### config.mk
export PLATFORM = sky130hd
export DESIGN_NAME = lpd_pwm
export DESIGN_NICKNAME = d
export VERILOG_FILES = /design/src/pkg/lpd_pkg.sv /design/src/lpd_pwm.sv
export VERILOG_INCLUDE_DIRS = /design/src /design/src/pkg
export SDC_FILE = /design/constraint.sdc
export NUM_CORES = 1
export LEC_CHECK = 0
export ABC_AREA = 1
export BUFFER_PORTS_ARGS = -buffer_cell sky130_fd_sc_hd__buf_2
export CELL_PAD_IN_SITES_DETAIL_PLACEMENT = 0
export CELL_PAD_IN_SITES_GLOBAL_PLACEMENT = 1
export CORE_UTILIZATION = 37
export DETAILED_ROUTE_END_ITERATION = 7
export GPL_ROUTABILITY_DRIVEN = 0
export HOLD_SLACK_MARGIN = 0.12
export PLACE_DENSITY = 0.83
export SLEW_MARGIN = 20
export SYNTH_ARGS = -nofsm -noshare
export SYNTH_HDL_FRONTEND = slang
export SYNTH_SLANG_ARGS = --single-unit
### constraint.sdc
create_clock -name clk_sys -period 1.93 [get_ports clk_sys]
set_input_delay 0.386 -clock clk_sys [delete_from_list [all_inputs] [get_ports clk_sys]]
set_output_delay 0.386 -clock clk_sys [all_outputs]
set_load 0.1 [all_outputs]
### src/pkg/lpd_regs.svh
// Register offsets, field positions, reset values and PWM counts of the LED PWM block.
// Included by the package and the design; holds definitions only.
`ifndef LPD_REGS_SVH
`define LPD_REGS_SVH

// Byte offsets on the register bus
`define LPD_OFF_PHASE0     8'h00
`define LPD_OFF_PHASE1     8'h04
`define LPD_OFF_MASTER     8'h08
`define LPD_OFF_CONFIG     8'h0C
`define LPD_OFF_INT_LO     8'h10
`define LPD_OFF_INT_HI     8'h14
`define LPD_OFF_PIN_STATE  8'h18
`define LPD_OFF_PWM_POS    8'h1C

// Field positions
`define LPD_MASTER_LSB     4
`define LPD_GLOBAL_LSB     0
`define LPD_CFG_BLINK_BIT  0
`define LPD_CFG_GLOBAL_BIT 1

// Reset values
`define LPD_RST_PHASE      17'h00000
`define LPD_RST_INT        4'h0
`define LPD_RST_FLAG       1'h0

// PWM geometry
`define LPD_NUM_OUT        16
`define LPD_SLOT_LAST      4'hF
`define LPD_NUM_SLOTS_LAST 4'hE
`define LPD_INT_STATIC     4'hF
`define LPD_MASTER_OFF     4'h0

// Bus answers
`define LPD_RESP_OKAY      2'h0
`define LPD_RESP_SLVERR    2'h2

`endif

### src/pkg/lpd_pkg.sv
// Types shared by the LED PWM block: register-bus carriers and the register file layout.
// Assumes the constants header is on the include path.
`include "lpd_regs.svh"

package lpd_pkg;

	// Master-to-slave AXI4-Lite signals
	typedef struct packed {
		logic        awvalid;
		logic [31:0] awaddr;
		logic [2:0]  awprot;
		logic        wvalid;
		logic [31:0] wdata;
		logic [3:0]  wstrb;
		logic        bready;
		logic        arvalid;
		logic [31:0] araddr;
		logic [2:0]  arprot;
		logic        rready;
	} lpd_axi_req_s;

	// Slave-to-master AXI4-Lite signals
	typedef struct packed {
		logic        awready;
		logic        wready;
		logic        bvalid;
		logic [1:0]  bresp;
		logic        arready;
		logic        rvalid;
		logic [31:0] rdata;
		logic [1:0]  rresp;
	} lpd_axi_rsp_s;

	// Software-visible control state
	typedef struct packed {
		logic [16:0] phase0;
		logic [16:0] phase1;
		logic [3:0]  master;
		logic [3:0]  global_int;
		logic        blink_en;
		logic        global_en;
		logic [63:0] ints;
	} lpd_regs_s;

endpackage

### src/lpd_pwm.sv
// PWM duty and polarity logic for sixteen open-drain LED outputs and a seventeenth output,
// with an AXI4-Lite register slave. Assumes the blink phase comes in from blink timing
// logic elsewhere and that pin wires are resolved outside from output enables.
`timescale 1ns/10ps
`include "lpd_regs.svh"

module lpd_pwm #(
	parameter int STEP_DIV = 1
) (
	input  wire logic                   clk_sys,
	input  wire logic                   rst,
	input  wire lpd_pkg::lpd_axi_req_s  s_axi_req,
	output lpd_pkg::lpd_axi_rsp_s       s_axi_rsp,
	input  wire logic                   blink_phase,
	input  wire logic [16:0]            pin_in,
	output logic [16:0]                 pin_out,
	output logic [16:0]                 pin_oe_n
);

	lpd_pkg::lpd_axi_rsp_s rsp_ff,   nxt_rsp;
	lpd_pkg::lpd_regs_s    regs_ff,  nxt_regs;
	logic                  awv_ff,   nxt_awv;
	logic [7:0]            awa_ff,   nxt_awa;
	logic                  wv_ff,    nxt_wv;
	logic [31:0]           wd_ff,    nxt_wd;
	logic [3:0]            ws_ff,    nxt_ws;
	logic [15:0]           div_ff,   nxt_div;
	logic [3:0]            cyc_ff,   nxt_cyc;
	logic [3:0]            ts_ff,    nxt_ts;
	logic [16:0]           oe_n_ff,  nxt_oe_n;
	logic [16:0]           pout_ff;
	logic [16:0]           act_w;
	logic [3:0]            eff_w [17];
	logic                  wr_hit;
	logic [31:0]           mrg;

	// Byte-lane merge of a write into a stored word
	function automatic logic [31:0] merge(input logic [31:0] old, input logic [31:0] nw,
		input logic [3:0] strb);
		logic [31:0] r;
		r = old;
		for (int b = 0; b < 4; b++) begin
			if (strb[b]) begin
				r[b*8 +: 8] = nw[b*8 +: 8];
			end
		end
		return r;
	endfunction

	// Word returned for a register read; unmapped addresses flag an error
	function automatic logic [32:0] rd_word(input logic [7:0] a, input lpd_pkg::lpd_regs_s r,
		input logic [16:0] pins, input logic [3:0] ts, input logic [3:0] cyc);
		logic [32:0] v;
		v = {1'h0, 32'h00000000};
		case (a)
			`LPD_OFF_PHASE0:    v[16:0] = r.phase0;
			`LPD_OFF_PHASE1:    v[16:0] = r.phase1;
			`LPD_OFF_MASTER:    v[7:0]  = {r.master, r.global_int};
			`LPD_OFF_CONFIG:    v[1:0]  = {r.global_en, r.blink_en};
			`LPD_OFF_INT_LO:    v[31:0] = r.ints[31:0];
			`LPD_OFF_INT_HI:    v[31:0] = r.ints[63:32];
			`LPD_OFF_PIN_STATE: v[16:0] = pins;
			`LPD_OFF_PWM_POS:   v[7:0]  = {ts, cyc};
			default:            v[32]   = 1'h1;
		endcase
		return v;
	endfunction

	// Bus slave and register file; address and data may arrive in either order
	always_comb begin
		nxt_rsp  = rsp_ff;
		nxt_regs = regs_ff;
		nxt_awv  = awv_ff;
		nxt_awa  = awa_ff;
		nxt_wv   = wv_ff;
		nxt_wd   = wd_ff;
		nxt_ws   = ws_ff;
		wr_hit   = 1'h1;
		mrg      = 32'h00000000;
		if (s_axi_req.awvalid && rsp_ff.awready) begin
			nxt_awv = 1'h1;
			nxt_awa = s_axi_req.awaddr[7:0];
		end
		if (s_axi_req.wvalid && rsp_ff.wready) begin
			nxt_wv = 1'h1;
			nxt_wd = s_axi_req.wdata;
			nxt_ws = s_axi_req.wstrb;
		end
		if (rsp_ff.bvalid && s_axi_req.bready) begin
			nxt_rsp.bvalid = 1'h0;
		end
		// Commit only once the previous response is gone, so answers never overlap
		if (awv_ff && wv_ff && !rsp_ff.bvalid) begin
			case (awa_ff)
				`LPD_OFF_PHASE0: begin
					mrg = merge({15'h0000, regs_ff.phase0}, wd_ff, ws_ff);
					nxt_regs.phase0 = mrg[16:0];
				end
				`LPD_OFF_PHASE1: begin
					mrg = merge({15'h0000, regs_ff.phase1}, wd_ff, ws_ff);
					nxt_regs.phase1 = mrg[16:0];
				end
				`LPD_OFF_MASTER: begin
					mrg = merge({24'h000000, regs_ff.master, regs_ff.global_int}, wd_ff, ws_ff);
					nxt_regs.master     = mrg[`LPD_MASTER_LSB +: 4];
					nxt_regs.global_int = mrg[`LPD_GLOBAL_LSB +: 4];
				end
				`LPD_OFF_CONFIG: begin
					mrg = merge({30'h00000000, regs_ff.global_en, regs_ff.blink_en}, wd_ff, ws_ff);
					nxt_regs.blink_en  = mrg[`LPD_CFG_BLINK_BIT];
					nxt_regs.global_en = mrg[`LPD_CFG_GLOBAL_BIT];
				end
				`LPD_OFF_INT_LO: nxt_regs.ints[31:0]  = merge(regs_ff.ints[31:0], wd_ff, ws_ff);
				`LPD_OFF_INT_HI: nxt_regs.ints[63:32] = merge(regs_ff.ints[63:32], wd_ff, ws_ff);
				`LPD_OFF_PIN_STATE, `LPD_OFF_PWM_POS: wr_hit = 1'h1;
				default: wr_hit = 1'h0;
			endcase
			nxt_awv        = 1'h0;
			nxt_wv         = 1'h0;
			nxt_rsp.bvalid = 1'h1;
			nxt_rsp.bresp  = wr_hit ? `LPD_RESP_OKAY : `LPD_RESP_SLVERR;
		end
		nxt_rsp.awready = !nxt_awv;
		nxt_rsp.wready  = !nxt_wv;
		if (rsp_ff.rvalid && s_axi_req.rready) begin
			nxt_rsp.rvalid = 1'h0;
		end
		if (s_axi_req.arvalid && rsp_ff.arready) begin
			{nxt_rsp.rresp[1], nxt_rsp.rdata} = rd_word(s_axi_req.araddr[7:0], regs_ff, pin_in,
				ts_ff, cyc_ff);
			nxt_rsp.rresp[0] = 1'h0;
			nxt_rsp.rvalid   = 1'h1;
		end
		nxt_rsp.arready = !nxt_rsp.rvalid;
	end

	always_ff @(posedge clk_sys) begin
		if (rst) begin
			rsp_ff           <= '0;
			rsp_ff.awready   <= 1'h1;
			rsp_ff.wready    <= 1'h1;
			rsp_ff.arready   <= 1'h1;
			regs_ff.phase0   <= `LPD_RST_PHASE;
			regs_ff.phase1   <= `LPD_RST_PHASE;
			regs_ff.master   <= `LPD_MASTER_OFF;
			regs_ff.global_int <= `LPD_RST_INT;
			regs_ff.blink_en <= `LPD_RST_FLAG;
			regs_ff.global_en <= `LPD_RST_FLAG;
			regs_ff.ints     <= '0;
			awv_ff           <= 1'h0;
			awa_ff           <= 8'h00;
			wv_ff            <= 1'h0;
			wd_ff            <= 32'h00000000;
			ws_ff            <= 4'h0;
		end else begin
			rsp_ff  <= nxt_rsp;
			regs_ff <= nxt_regs;
			awv_ff  <= nxt_awv;
			awa_ff  <= nxt_awa;
			wv_ff   <= nxt_wv;
			wd_ff   <= nxt_wd;
			ws_ff   <= nxt_ws;
		end
	end

	// PWM position: step divider, cycle within slot, master timeslot
	always_comb begin
		nxt_div = div_ff;
		nxt_cyc = cyc_ff;
		nxt_ts  = ts_ff;
		// Master zero freezes the oscillator; nothing moves and power stays lowest
		if (regs_ff.master != `LPD_MASTER_OFF) begin
			if (div_ff >= 16'(STEP_DIV - 1)) begin
				nxt_div = 16'h0000;
				nxt_cyc = cyc_ff + 4'h1;
				if (cyc_ff == `LPD_SLOT_LAST) begin
					nxt_ts = (ts_ff >= `LPD_NUM_SLOTS_LAST) ? 4'h0 : ts_ff + 4'h1;
				end
			end else begin
				nxt_div = div_ff + 16'h0001;
			end
		end
	end

	always_ff @(posedge clk_sys) begin
		if (rst) begin
			div_ff <= 16'h0000;
			cyc_ff <= 4'h0;
			ts_ff  <= 4'h0;
		end else begin
			div_ff <= nxt_div;
			cyc_ff <= nxt_cyc;
			ts_ff  <= nxt_ts;
		end
	end

	// Active polarity bit and effective setting per output
	for (genvar i = 0; i < 17; i++) begin : g_out
		assign act_w[i] = (regs_ff.blink_en && blink_phase) ? regs_ff.phase1[i]
			: regs_ff.phase0[i];
		if (i < `LPD_NUM_OUT) begin : g_ind
			assign eff_w[i] = regs_ff.global_en ? regs_ff.global_int
				: regs_ff.ints[i*4 +: 4];
		end else begin : g_top
			assign eff_w[i] = regs_ff.global_int; // The seventeenth output always uses the global setting
		end
	end

	// Pin drive: enable low sinks the pin, high leaves it high-impedance
	always_comb begin
		nxt_oe_n = oe_n_ff;
		for (int i = 0; i < 17; i++) begin
			if (eff_w[i] == `LPD_INT_STATIC) begin
				nxt_oe_n[i] = act_w[i];
			end else if (regs_ff.master == `LPD_MASTER_OFF || ts_ff >= regs_ff.master) begin
				nxt_oe_n[i] = !act_w[i];
			end else begin
				// Active level for cycles 0..n, then the opposite level
				nxt_oe_n[i] = (cyc_ff <= eff_w[i]) ? act_w[i] : !act_w[i];
			end
		end
	end

	always_ff @(posedge clk_sys) begin
		if (rst) begin
			oe_n_ff <= 17'h1FFFF;
			pout_ff <= 17'h00000;
		end else begin
			oe_n_ff <= nxt_oe_n;
			pout_ff <= 17'h00000; // Open drain: only ever pulls low
		end
	end

	assign pin_oe_n  = oe_n_ff;
	assign pin_out   = pout_ff;
	assign s_axi_rsp = rsp_ff;

	// Checks on output 0 and on the PWM position counters
	a_phase0_only: assert property (@(posedge clk_sys) disable iff (rst)
		!regs_ff.blink_en |-> act_w[0] == regs_ff.phase0[0])
		else $error("Blink off but polarity not from phase 0");
	a_blink_phase1: assert property (@(posedge clk_sys) disable iff (rst)
		regs_ff.blink_en && blink_phase |-> act_w[0] == regs_ff.phase1[0])
		else $error("Blink phase 1 polarity wrong");
	a_pwm_sink: assert property (@(posedge clk_sys) disable iff (rst)
		eff_w[0] != `LPD_INT_STATIC && !act_w[0] && ts_ff < regs_ff.master && cyc_ff <= eff_w[0]
		|=> !pin_oe_n[0])
		else $error("Output not sinking during on-time");
	a_pwm_release: assert property (@(posedge clk_sys) disable iff (rst)
		eff_w[0] != `LPD_INT_STATIC && act_w[0] && ts_ff < regs_ff.master && cyc_ff <= eff_w[0]
		|=> pin_oe_n[0])
		else $error("Output not released during on-time");
	a_slot_tail: assert property (@(posedge clk_sys) disable iff (rst)
		eff_w[0] != `LPD_INT_STATIC && ts_ff < regs_ff.master && cyc_ff > eff_w[0]
		|=> pin_oe_n[0] == !$past(act_w[0]))
		else $error("Slot tail level wrong");
	a_static_low: assert property (@(posedge clk_sys) disable iff (rst)
		eff_w[0] == `LPD_INT_STATIC && !act_w[0] |=> !pin_oe_n[0])
		else $error("Static low not held");
	a_static_hiz: assert property (@(posedge clk_sys) disable iff (rst)
		eff_w[0] == `LPD_INT_STATIC && act_w[0] |=> pin_oe_n[0])
		else $error("Static high impedance not held");
	a_period_wrap: assert property (@(posedge clk_sys) disable iff (rst)
		regs_ff.master != `LPD_MASTER_OFF && div_ff >= 16'(STEP_DIV - 1) && cyc_ff == 4'hF
		&& ts_ff == 4'hE |=> cyc_ff == 4'h0 && ts_ff == 4'h0)
		else $error("PWM period did not wrap after 240 steps");
	a_gate_off: assert property (@(posedge clk_sys) disable iff (rst)
		eff_w[0] != `LPD_INT_STATIC && ts_ff >= regs_ff.master |=> pin_oe_n[0] == !$past(act_w[0]))
		else $error("Ungated timeslot still pulsing");
	a_osc_stop: assert property (@(posedge clk_sys) disable iff (rst)
		regs_ff.master == `LPD_MASTER_OFF |=> $stable(cyc_ff) && $stable(ts_ff))
		else $error("Oscillator runs with master zero");
	a_global_sel: assert property (@(posedge clk_sys) disable iff (rst)
		regs_ff.global_en |-> eff_w[0] == regs_ff.global_int)
		else $error("Global setting not applied");

endmodule

==> run metrics, run 1 <==
status=completed; Buffers on Ports=132; H-tree levels=1; DIE WIDTH=180 um; setup total negative slack=0 ps; Final Max Tran Viols=0; CP required=approximately 2300 ps; worst hold path class=primary input to register; P&R area growth vs syn=22.9%; VDD IR-drop max=0.760 mV; Detailed Place HPWL=26,400 um; vias in the first global route=10,200; cts bufs inserted=25; Detailed Routing Iterations Pass 1=5; clock buffer depth=3; CP Buf/Inv Count=2; Root Driver=clkbuf_16; initial antenna violation count=0; share of layout cells above drive strength 1=18.3%; Post-DRT Antenna Nets=0; Starting Density=38.0%; CP top delay family=simple AND/OR/NAND/NOR gates; Synth Register Bits=218; leakage=6.67 nW; Fin. Hold Viols=0; worst hold slack=~130 ps; Seq/Total Area, Yosys=37.1%; fin util=46.7%; Slew HR=59.1%; crit start category=register; total track usage=about a fifth; top fanout value on the critical path=12; detailed-route wire length per cell=about 16 um; TritonCTS Sinks=between 200 and 250; DR vias=11,300; Vias/cell=4.97; Tot Pwr=0.0106 W; count of unique library cells instantiated by Yosys=34; largest net degree at the start of global routing=53; post-synthesis instance total=around 1,700; Worst Skew=17.4 ps; Worst Setup End Kind=register; # Max-Cap Violations=0; first-pass GRT wire length=55,600 um; critical path's most frequent cell=nand2_1; DRT iter0 DRCs=770; worst slew pin tran=607 ps; CP max stage delay=around 420 ps; synthesized area=11,700 um^2; Peak Freq=539 MHz; PwrDens=732 nW/um^2; Die H=180 um; # diodes=0; clock slew at reported path FFs=60 ps; setup violators final=0; Yosys warnings=0; Tmin final=between 1500 and 2000 ps; clk_lat worst skew=530 ps; GR Overflow Total=0; CP cell instances=nand2_2 -> buf_8 -> o21ai_1 -> inv_1 -> ha_1 -> nand2_1 -> o21ai_0 -> o21ai_0 -> nand2_1 -> nand2_1 -> nand2_1 -> nand3_1; die area=32,500 um^2; Worst EP arrival=2240 ps; critical path's slowest cell=dfxtp_4; fin nets=2,057; Post-route DRC=0; core footprint=a little over 30,000 um^2; Final period util=between 90% and 100%; average size of a mapped cell=7.06 um^2; Routed Wire Length=35,100 um; Core Rows=64; I/O Pins=roughly 200; RSZ-0062 raised after global routing=true; CTS tree=built; Crit Path Category=register to register
## per-layer routing
metal,part of all wire (%),global-route usage (%),up-vias
li1,-,-,5832
met4,2.0,5.06,0
met5,0,0,-
met2,42,32.1,308
met3,5.8,2.65,41
met1,50,31.5,5079
## cell usage after synthesis (all sizes together)
library cell  number  area share (%)
o211ai             1           0.064
buf               58             3.8
o21a               1           0.064
o21ai            296              13
dfxtp            218              37
conb               1           0.032
o221ai            15             1.1
nand4             19             1.1
a211oi             2            0.13
o22ai              7            0.64
clkbuf            37             1.2
ha                75             8.0
a21oi            144             6.1
nand2            240             8.2
and3               1           0.053
nor3               7            0.30
clkinv             3            0.11
nand3            101             4.4
inv              215             6.9
nor2             221             8.0
xnor2              1           0.075
## power by group
group          internal (W)  switching [W]  total, W  leakage, nW
clock               0.00263        0.00193   0.00456        0.386
combinational      0.000307       0.000938   0.00124         4.51
sequential          0.00464       0.000129   0.00477         1.77
## sequential cells by signal, summed over array words and instances (netlist names)
| signal | flops |
|---|---|
| regs_ff | 104 |
| s_axi_rsp | 39 |
| wd_ff | 32 |
| pin_oe_n | 17 |
| awa_ff | 8 |
| cyc_ff | 4 |
| eff_w | 4 |
| ts_ff | 4 |
| ws_ff | 4 |
| awv_ff | 1 |
| wv_ff | 1 |
## area by class of cell
cell class | count | area (um^2)
Fill cell | 3161 | 16500
Multi-Input combinational cell | 1150 | 6250
Sequential cell | 218 | 4370
Timing Repair Buffer | 238 | 1710
Inverter | 218 | 835
Clock buffer | 32 | 682
Tap cell | 396 | 495
Clock inverter | 12 | 101
## stage by stage
step | std cells | instance area [um^2] | worst slack (ps)
floorplan | 1681 | 11800 | 64.6
CTS | 2264 | 14200 | 17.8
global route | 2264 | 14400 | -26.5
detailed placement | 2193 | 13100 | -57.6
finish | 2264 | 14400 | 75.7
global placement | 2193 | 13100 | -42.8
## cells in the final DEF (no fill, tap or decap), types with 7 or more instances in the layout
master         count
buf_12            14
a21oi_1          140
o21ai_1           53
buf_4             63
nand4_1           18
clkinv_2           7
conb_1            19
buf_2            132
ha_1              68
o221ai_1          15
dlygate4sd3_1     27
ha_4               7
nor2_1           206
o21ai_2           18
dfxtp_1          216
nand2_2           16
o21ai_0          224
inv_1            204
nand3_1           98
inv_2             10
nand2_1          218
clkbuf_16         25
nor3_1             7
## cell families (layout without fill, tap and decap cells)
| family | count (synthesis) | in the layout | synth area share, % |
|---|---|---|---|
| XOR/XNOR | 1 | 1 | 0.0746 |
| adder cells (fa/ha/maj) | 75 | 75 | 7.99 |
| other | 1 | 19 | 0.0319 |
| flip-flops | 218 | 218 | 37.1 |
| AO/OA/AOI/OAI | 466 | 466 | 20.8 |
| AND/OR/NAND/NOR | 589 | 589 | 22.1 |
| buffers and inverters | 313 | 500 | 11.9 |
## worst register-to-register path, stage by stage, from the launching register on
cell and delay, ps:
dfxtp_4 420, nand2_2 100, buf_8 160, o21ai_1 120, inv_1 70, ha_1 270, nand2_1 60, o21ai_0 140
o21ai_0 100, nand2_1 80, nand2_1 50, nand2_1 50, nand3_1 100
## worst paths after layout
kind	startpoint	end	slack, ps	cells after the start
worst max-delay path	regs_ff[64]$_SDFFE_PP0P_	pin_oe_n[12]$_SDFF_PP1_	80	12
worst min register to register	awa_ff[5]$_SDFFE_PP0P_	awa_ff[5]$_SDFFE_PP0P_	450	2
worst max register to register	regs_ff[64]$_SDFFE_PP0P_	pin_oe_n[12]$_SDFF_PP1_	80	12
worst min-delay path	s_axi_req[54]	wd_ff[12]$_SDFFE_PP0P_	130	3
## what timing repair did
item / CTS / global route
setup buffers: 0 / 0
hold buffers: 27 / 0
pin swaps: 0 / 8
endpoints found under the setup margin: 9 / 16
hold endpoints to repair: 27 / 0
resized for setup: 2 / 95
No activity file was read; power rests on OpenSTA's default activity.
==> inputs of run 2 (changes only) <==
--- a/config.mk
+++ b/config.mk
@@ -10,6 +10,7 @@
 export BUFFER_PORTS_ARGS = -buffer_cell sky130_fd_sc_hd__buf_2
 export CELL_PAD_IN_SITES_DETAIL_PLACEMENT = 0
 export CELL_PAD_IN_SITES_GLOBAL_PLACEMENT = 1
+export CORE_MARGIN = 5
 export CORE_UTILIZATION = 37
 export DETAILED_ROUTE_END_ITERATION = 7
 export GPL_ROUTABILITY_DRIVEN = 0
==> run metrics, run 2 (same netlist as run 1, synthesis figures left out) <==
Worst Skew=8.53 ps (-8.85 ps); Post-DRT Antenna Nets=0 (unchanged); Crit. Startpoint=regs_ff[64]$_SDFFE_PP0P_; Crit Path Category=register to register; detailed-route wire length per cell=16.2 um (+4.2%); Flop pwr share=43.4% (-1.7 points); non-filler cells, final=2,288 (+1.1%); Placement Cell Area=13,200 um^2 (+0.11%); top fanout value on the critical path=8 (-4); largest reg by FF count=regs_ff; R2R cell count=12 (unchanged); clock slew at reported path FFs=60 ps (about the same); Tot Pwr=0.0110 W (+3.9%); RR Endpoint=pin_oe_n[12]$_SDFF_PP1_; Post-route DRC=0 (unchanged); status=completed; R2R Setup Slk=20 ps (-60 ps); leakage=6.94 nW (+4.1%); CP required=2330 ps (about the same); H-tree levels=1 (unchanged); Pint=0.00799 W (+5.5%); post-route design area=15,100 um^2 (+4.6%); Post-Place Cells=2,200 (+0.32%); VDD IR-drop max=0.661 mV (-13%); register cell area after layout=4370 um^2 (unchanged); crit start category=register; # diodes=0 (unchanged); P&R area growth vs syn=28.6%; hold path cells=3 (unchanged); Fin. Hold Viols=0 (unchanged); Peak Freq=524 MHz (-2.9%); Starting Density=37.3% (-0.68 points); commonest cells after routing, fill and taps aside=nand2_1, dfxtp_1, nor2_1; Place WS=-48.1 ps (+9.53 ps); I/O Pins=206 (unchanged); Worst EP arrival=2310 ps (+70 ps); worst reg2reg path startpoint=regs_ff[64]$_SDFFE_PP0P_; DR vias=11,500 (+2.4%); clk_lat worst skew=530 ps (about the same); setup total negative slack=0 ps (unchanged); Slew HR=57.5% (-1.6 points); Detailed Routing Iterations Pass 1=5 (unchanged); Final period util=99.0% (+2.9 points); max reg flops=104 (unchanged); Tmin final=1910 ps (+55.8 ps); die area=35,400 um^2 (+9.1%); GR Overflow Total=0 (unchanged); cts bufs inserted=26 (+4.0%); Combinational Power Share=11.6% (-0.2 points); Root Driver=clkbuf_16; worst hold path class=primary input to register; clock buffer depth=3 (unchanged); Die H=188 um (+4.4%); largest net degree at the start of global routing=71 (+34%); Worst Setup End Kind=register; initial antenna violation count=0 (unchanged); share of layout cells above drive strength 1=22.2% (+3.9 points); setup violators final=0 (unchanged); DIE WIDTH=188 um (+4.4%); Switching Fraction=27.3% (-1.1 points); Multi-input gate area=6610 um^2 (+5.8%); fin nets=2,075 (+0.88%); CTS tree=built; Final Max Tran Viols=0 (unchanged); Detailed Place HPWL=27,300 um (+3.1%); worst setup path end=pin_oe_n[12]$_SDFF_PP1_; Routed Wire Length=37,000 um (+5.3%); fin worst setup slack=19.9 ps (-55.8 ps); Vias/cell=5.04 (+1.3%); # Max-Cap Violations=0 (unchanged); Core Rows=65 (+1.6%); total track usage=19.6% (-1.5 points); first-pass GRT wire length=56,900 um (+2.3%); vias in the first global route=10,400 (+1.7%); DRT iter0 DRCs=921 (+20%); core footprint=31,500 um^2 (+1.8%); PwrDens=727 nW/um^2 (-0.66%); TritonCTS Sinks=218 (unchanged); clock share of power=45.1% (+1.9 points); worst slew pin tran=631 ps (+24.1 ps); Layout fillers=3,098 (-2.0%); Net Switching=0.00300 W (about the same); RSZ-0062 raised after global routing=true; Buffers on Ports=132 (unchanged)
==> run 2: through the flow <==
stage / utilization (%) / hold slack [ps]
2_1_floorplan: - / 430
3_3_place_gp: 41.8 / 444
3_5_place_dp: 41.8 / 442
4_1_cts: 45.6 / 121
5_1_grt: 48.0 / 135
6_report: 48.0 / 134
==> run 2: worst min-delay path by stage <==
| stage | start | endpoint | slack, ps |
|---|---|---|---|
| 3_3_place_gp | awa_ff[5]$_SDFFE_PP0P_ | awa_ff[5]$_SDFFE_PP0P_ | 440 |
| 4_1_cts | s_axi_req[44] | wd_ff[2]$_SDFFE_PP0P_ | 120 |
| 5_1_grt | s_axi_req[43] | wd_ff[1]$_SDFFE_PP0P_ | 130 |
| 2_1_floorplan | awa_ff[5]$_SDFFE_PP0P_ | awa_ff[5]$_SDFFE_PP0P_ | 430 |
| 3_5_place_dp | awa_ff[5]$_SDFFE_PP0P_ | awa_ff[5]$_SDFFE_PP0P_ | 440 |
| 6_report | s_axi_req[43] | wd_ff[1]$_SDFFE_PP0P_ | 130 |
==> run 2: layout make-up <==
cell class              count  area share [%]
multi-input cells        1150            43.8
flip-flops and latches    218            28.9
repair buffers            255            12.7
inverters                 218            5.52
clock buffers              38            5.14
well taps                 402            3.33
clock inverters             7           0.613
==> run 2: worst max-delay path: stages (launching register included) <==
cell	delay (ps)
dfxtp_4	420
buf_12	170
buf_12	150
o21ai_4	160
inv_2	60
ha_4	260
nand2_1	70
o21ai_1	130
o21ai_1	80
nand2_1	80
nand2_1	50
nand2_1	70
nand3_2	80
==> run 2: power by group through the flow <==
stage	clock, W	combinational [W]	sequential (W)
after floorplan	0	0.000634	0.00514
after global placement	0	0.00120	0.00486
after detailed placement	0	0.00121	0.00486
after CTS	0.00505	0.00127	0.00476
after global routing	0.00526	0.00137	0.00478
final	0.00495	0.00127	0.00477
==> run 2: timing repair <==
action / 4_1_cts / 5_1_grt
hold buffers: 34 / 0
buffers inserted: 0 / 5
endpoints found under the setup margin: 13 / 20
gates resized for setup: 2 / 202
endpoints found under the hold margin: 34 / 0
pin swaps: 0 / 36
gates cloned: 0 / 4
==> run 2: metal layers <==
layer	global-route usage, %	wire length, um	vias to the layer above	share of wire, %
met1	29.5	17700	5236	48
li1	-	-	5868	-
met4	4.29	736	0	2.0
met2	29.5	15800	370	43
met5	0	0	-	0
met3	3.35	2710	52	7.3
==> inputs of run 3 (changes only) <==
==> constraint.sdc (replaced) <==
create_clock -name clk_sys -period 1.93 [get_ports clk_sys]
set_input_delay 0.193 -clock clk_sys [delete_from_list [all_inputs] [get_ports clk_sys]]
set_output_delay 0.193 -clock clk_sys [all_outputs]
set_load 0.1 [all_outputs]
==> run metrics, run 3 (same netlist as run 1, synthesis figures left out) <==
status=completed; Final Max Tran Viols=0 (unchanged); core footprint=31,500 um^2 (unchanged); RR Endpoint=pin_oe_n[11]$_SDFF_PP1_; min-delay src=pin_in[6]; Crit Path Category=register to register; non-filler cells, final=2,288 (unchanged); GR Overflow Total=0 (unchanged); leakage=6.68 nW (-3.7%); Worst EP arrival=2270 ps (-40 ps); Hold Path End=s_axi_rsp[8]$_SDFFE_PP0P_; # Max-Cap Violations=0 (unchanged); fin util=46.1% (-1.9 points); Starting Density=37.3% (unchanged); Worst Skew=12.9 ps (+4.37 ps); max reg flops=104 (unchanged); Post-DRT Antenna Nets=0 (unchanged); clock buffer depth=3 (unchanged); Tmin final=1870 ps (-38.4 ps); Layout fillers=3,164 (+2.1%); Root Driver=clkbuf_16; Placement Cell Area=13,100 um^2 (-0.69%); post-route design area=14,500 um^2 (-3.9%); post-CTS setup repair buffer count=0 (unchanged); share of layout cells above drive strength 1=16.5% (-5.7 points); I/O Pins=206 (unchanged); critical path's slowest cell=dfxtp_4; Post-route DRC=0 (unchanged); commonest non-fill, non-tap cell in the layout=o21ai_0; DRT iter0 DRCs=821 (-11%); clk_lat worst skew=530 ps (about the same); setup violators final=0 (unchanged); Vias/cell=4.99 (-0.99%); fin nets=2,075 (unchanged); DR vias=11,400 (-0.99%); # diodes=0 (unchanged); R2R Setup Slk=60 ps (+40 ps); worst slew pin tran=614 ps (-17.0 ps); Detailed Routing Iterations Pass 1=7 (+2); Routed Wire Length=36,800 um (-0.52%); CP top delay family=compound AO/OA/AOI/OAI gates; commonest cells after routing, fill and taps aside=o21ai_0, nand2_1, dfxtp_1; worst reg2reg path startpoint=regs_ff[64]$_SDFFE_PP0P_; CP Buf/Inv Count=2 (-1); crit start category=register; VDD IR-drop max=0.561 mV (-15%); worst hold slack=165 ps (+30.4 ps); first-pass GRT wire length=58,100 um (+2.2%); Buffers on Ports=132 (unchanged); CTS tree=built; Peak Freq=534 MHz (+2.1%); P&R area growth vs syn=23.5%; die area=35,400 um^2 (unchanged); CP max stage delay=370 ps (-50 ps); largest net degree at the start of global routing=67 (-5.6%); Die H=188 um (unchanged); CP required=2330 ps (about the same); worst hold path class=primary input to register; cts bufs inserted=25 (-3.8%); Core Rows=65 (unchanged); PwrDens=739 nW/um^2 (+1.6%); RSZ-0062 raised after global routing=true; clock slew at reported path FFs=60 ps (about the same); largest reg by FF count=regs_ff; Final period util=97.0% (-2.0 points); Slew HR=58.6% (+1.1 points); critical path's most frequent cell=nand2_1; initial antenna violation count=0 (unchanged); vias in the first global route=10,600 (+1.4%); Crit. Startpoint=regs_ff[64]$_SDFFE_PP0P_; TritonCTS Sinks=218 (unchanged); R2R cell count=11 (-1); detailed-route wire length per cell=16.1 um (-0.52%); Detailed Place HPWL=27,300 um (+0.12%); hold path cells=7 (+4); Post-Place Cells=2,188 (-0.55%); total track usage=20.1% (+0.50 points); Worst Setup End Kind=register; H-tree levels=1 (unchanged); DIE WIDTH=188 um (unchanged); Fin. Hold Viols=0 (unchanged); top fanout value on the critical path=48 (+40); CP cell instances=buf_12 -> o21ai_1 -> inv_1 -> ha_1 -> nand2_1 -> o21ai_0 -> o21ai_0 -> nand2_1 -> nand2_1 -> nand2_1 -> nand3_1
[run 3: cell types whose count changed in the layout (fill, tap and decap cells not counted), sizes merged]
cell,delta
dlygate4sd3,+22
buf,-18
clkbuf,-4
clkinvlp,+3
clkinv,-2
bufinv,-1
[run 3: worst max path at each step]
stage	to	slack (ps)	cells after the start
after floorplan	wd_ff[10]$_SDFFE_PP0P_	60	6
after global placement	pin_oe_n[2]$_SDFF_PP1_	3	12
after detailed placement	pin_oe_n[6]$_SDFF_PP1_	-80	12
after CTS	pin_oe_n[11]$_SDFF_PP1_	10	11
after global routing	pin_oe_n[13]$_SDFF_PP1_	-40	11
final	pin_oe_n[11]$_SDFF_PP1_	60	11
[run 3: repair_timing]
| item | in CTS | in global routing |
|---|---|---|
| endpoints found under the setup margin | 16 | 16 |
| resized for setup | 2 | 62 |
| hold endpoints to repair | 70 | 0 |
| pin swaps | 0 | 0 |
| hold buffers | 56 | 0 |
[run 3: worst reg2reg max path: stages, from the launching register on]
cell	delay [ps]
dfxtp_4	370
buf_12	180
o21ai_1	240
inv_1	80
ha_1	290
nand2_1	60
o21ai_0	170
o21ai_0	120
nand2_1	90
nand2_1	50
nand2_1	50
nand3_1	60
[run 3: power by group]
group | leakage (nW) | internal [W] | total [W] | switching (W)
logic | 4.52 | 0.000344 | 0.00129 | 0.000951
clock network | 0.385 | 0.00274 | 0.00466 | 0.00193
registers | 1.77 | 0.00464 | 0.00477 | 0.000129
total | 6.68 | 0.00772 | 0.0107 | 0.00301
[run 3: layout make-up]
type / count / area [um^2] / area share [%]
Multi-Input combinational cell: 1150 / 6120 / 42.2
Timing Repair Buffer: 256 / 1890 / 13.0
Tap cell: 402 / 503 / 3.47
Clock buffer: 37 / 731 / 5.03
Sequential cell: 218 / 4370 / 30.1
Inverter: 218 / 835 / 5.75
Clock inverter: 7 / 67.6 / 0.466
[run 3: layer usage]
metal	GRT usage [%]	part of all wire (%)	wire, um
met1	29.2	48	17600
met2	30.3	41	15300
met3	4.13	8.2	3020
met4	5.73	2.6	950
met5	0	0	0
[run 3: through the flow]
| step | TNS [ps] | power [W] | setup WS (ps) |
|---|---|---|---|
| floorplan | 0 | 0.00577 | 64.6 |
| global placement | 0 | 0.00605 | 3.38 |
| detailed placement | -531 | 0.00606 | -78.9 |
| CTS | 0 | 0.0108 | 14.9 |
| global route | -332 | 0.0111 | -44.4 |
| finish | 0 | 0.0107 | 58.3 |
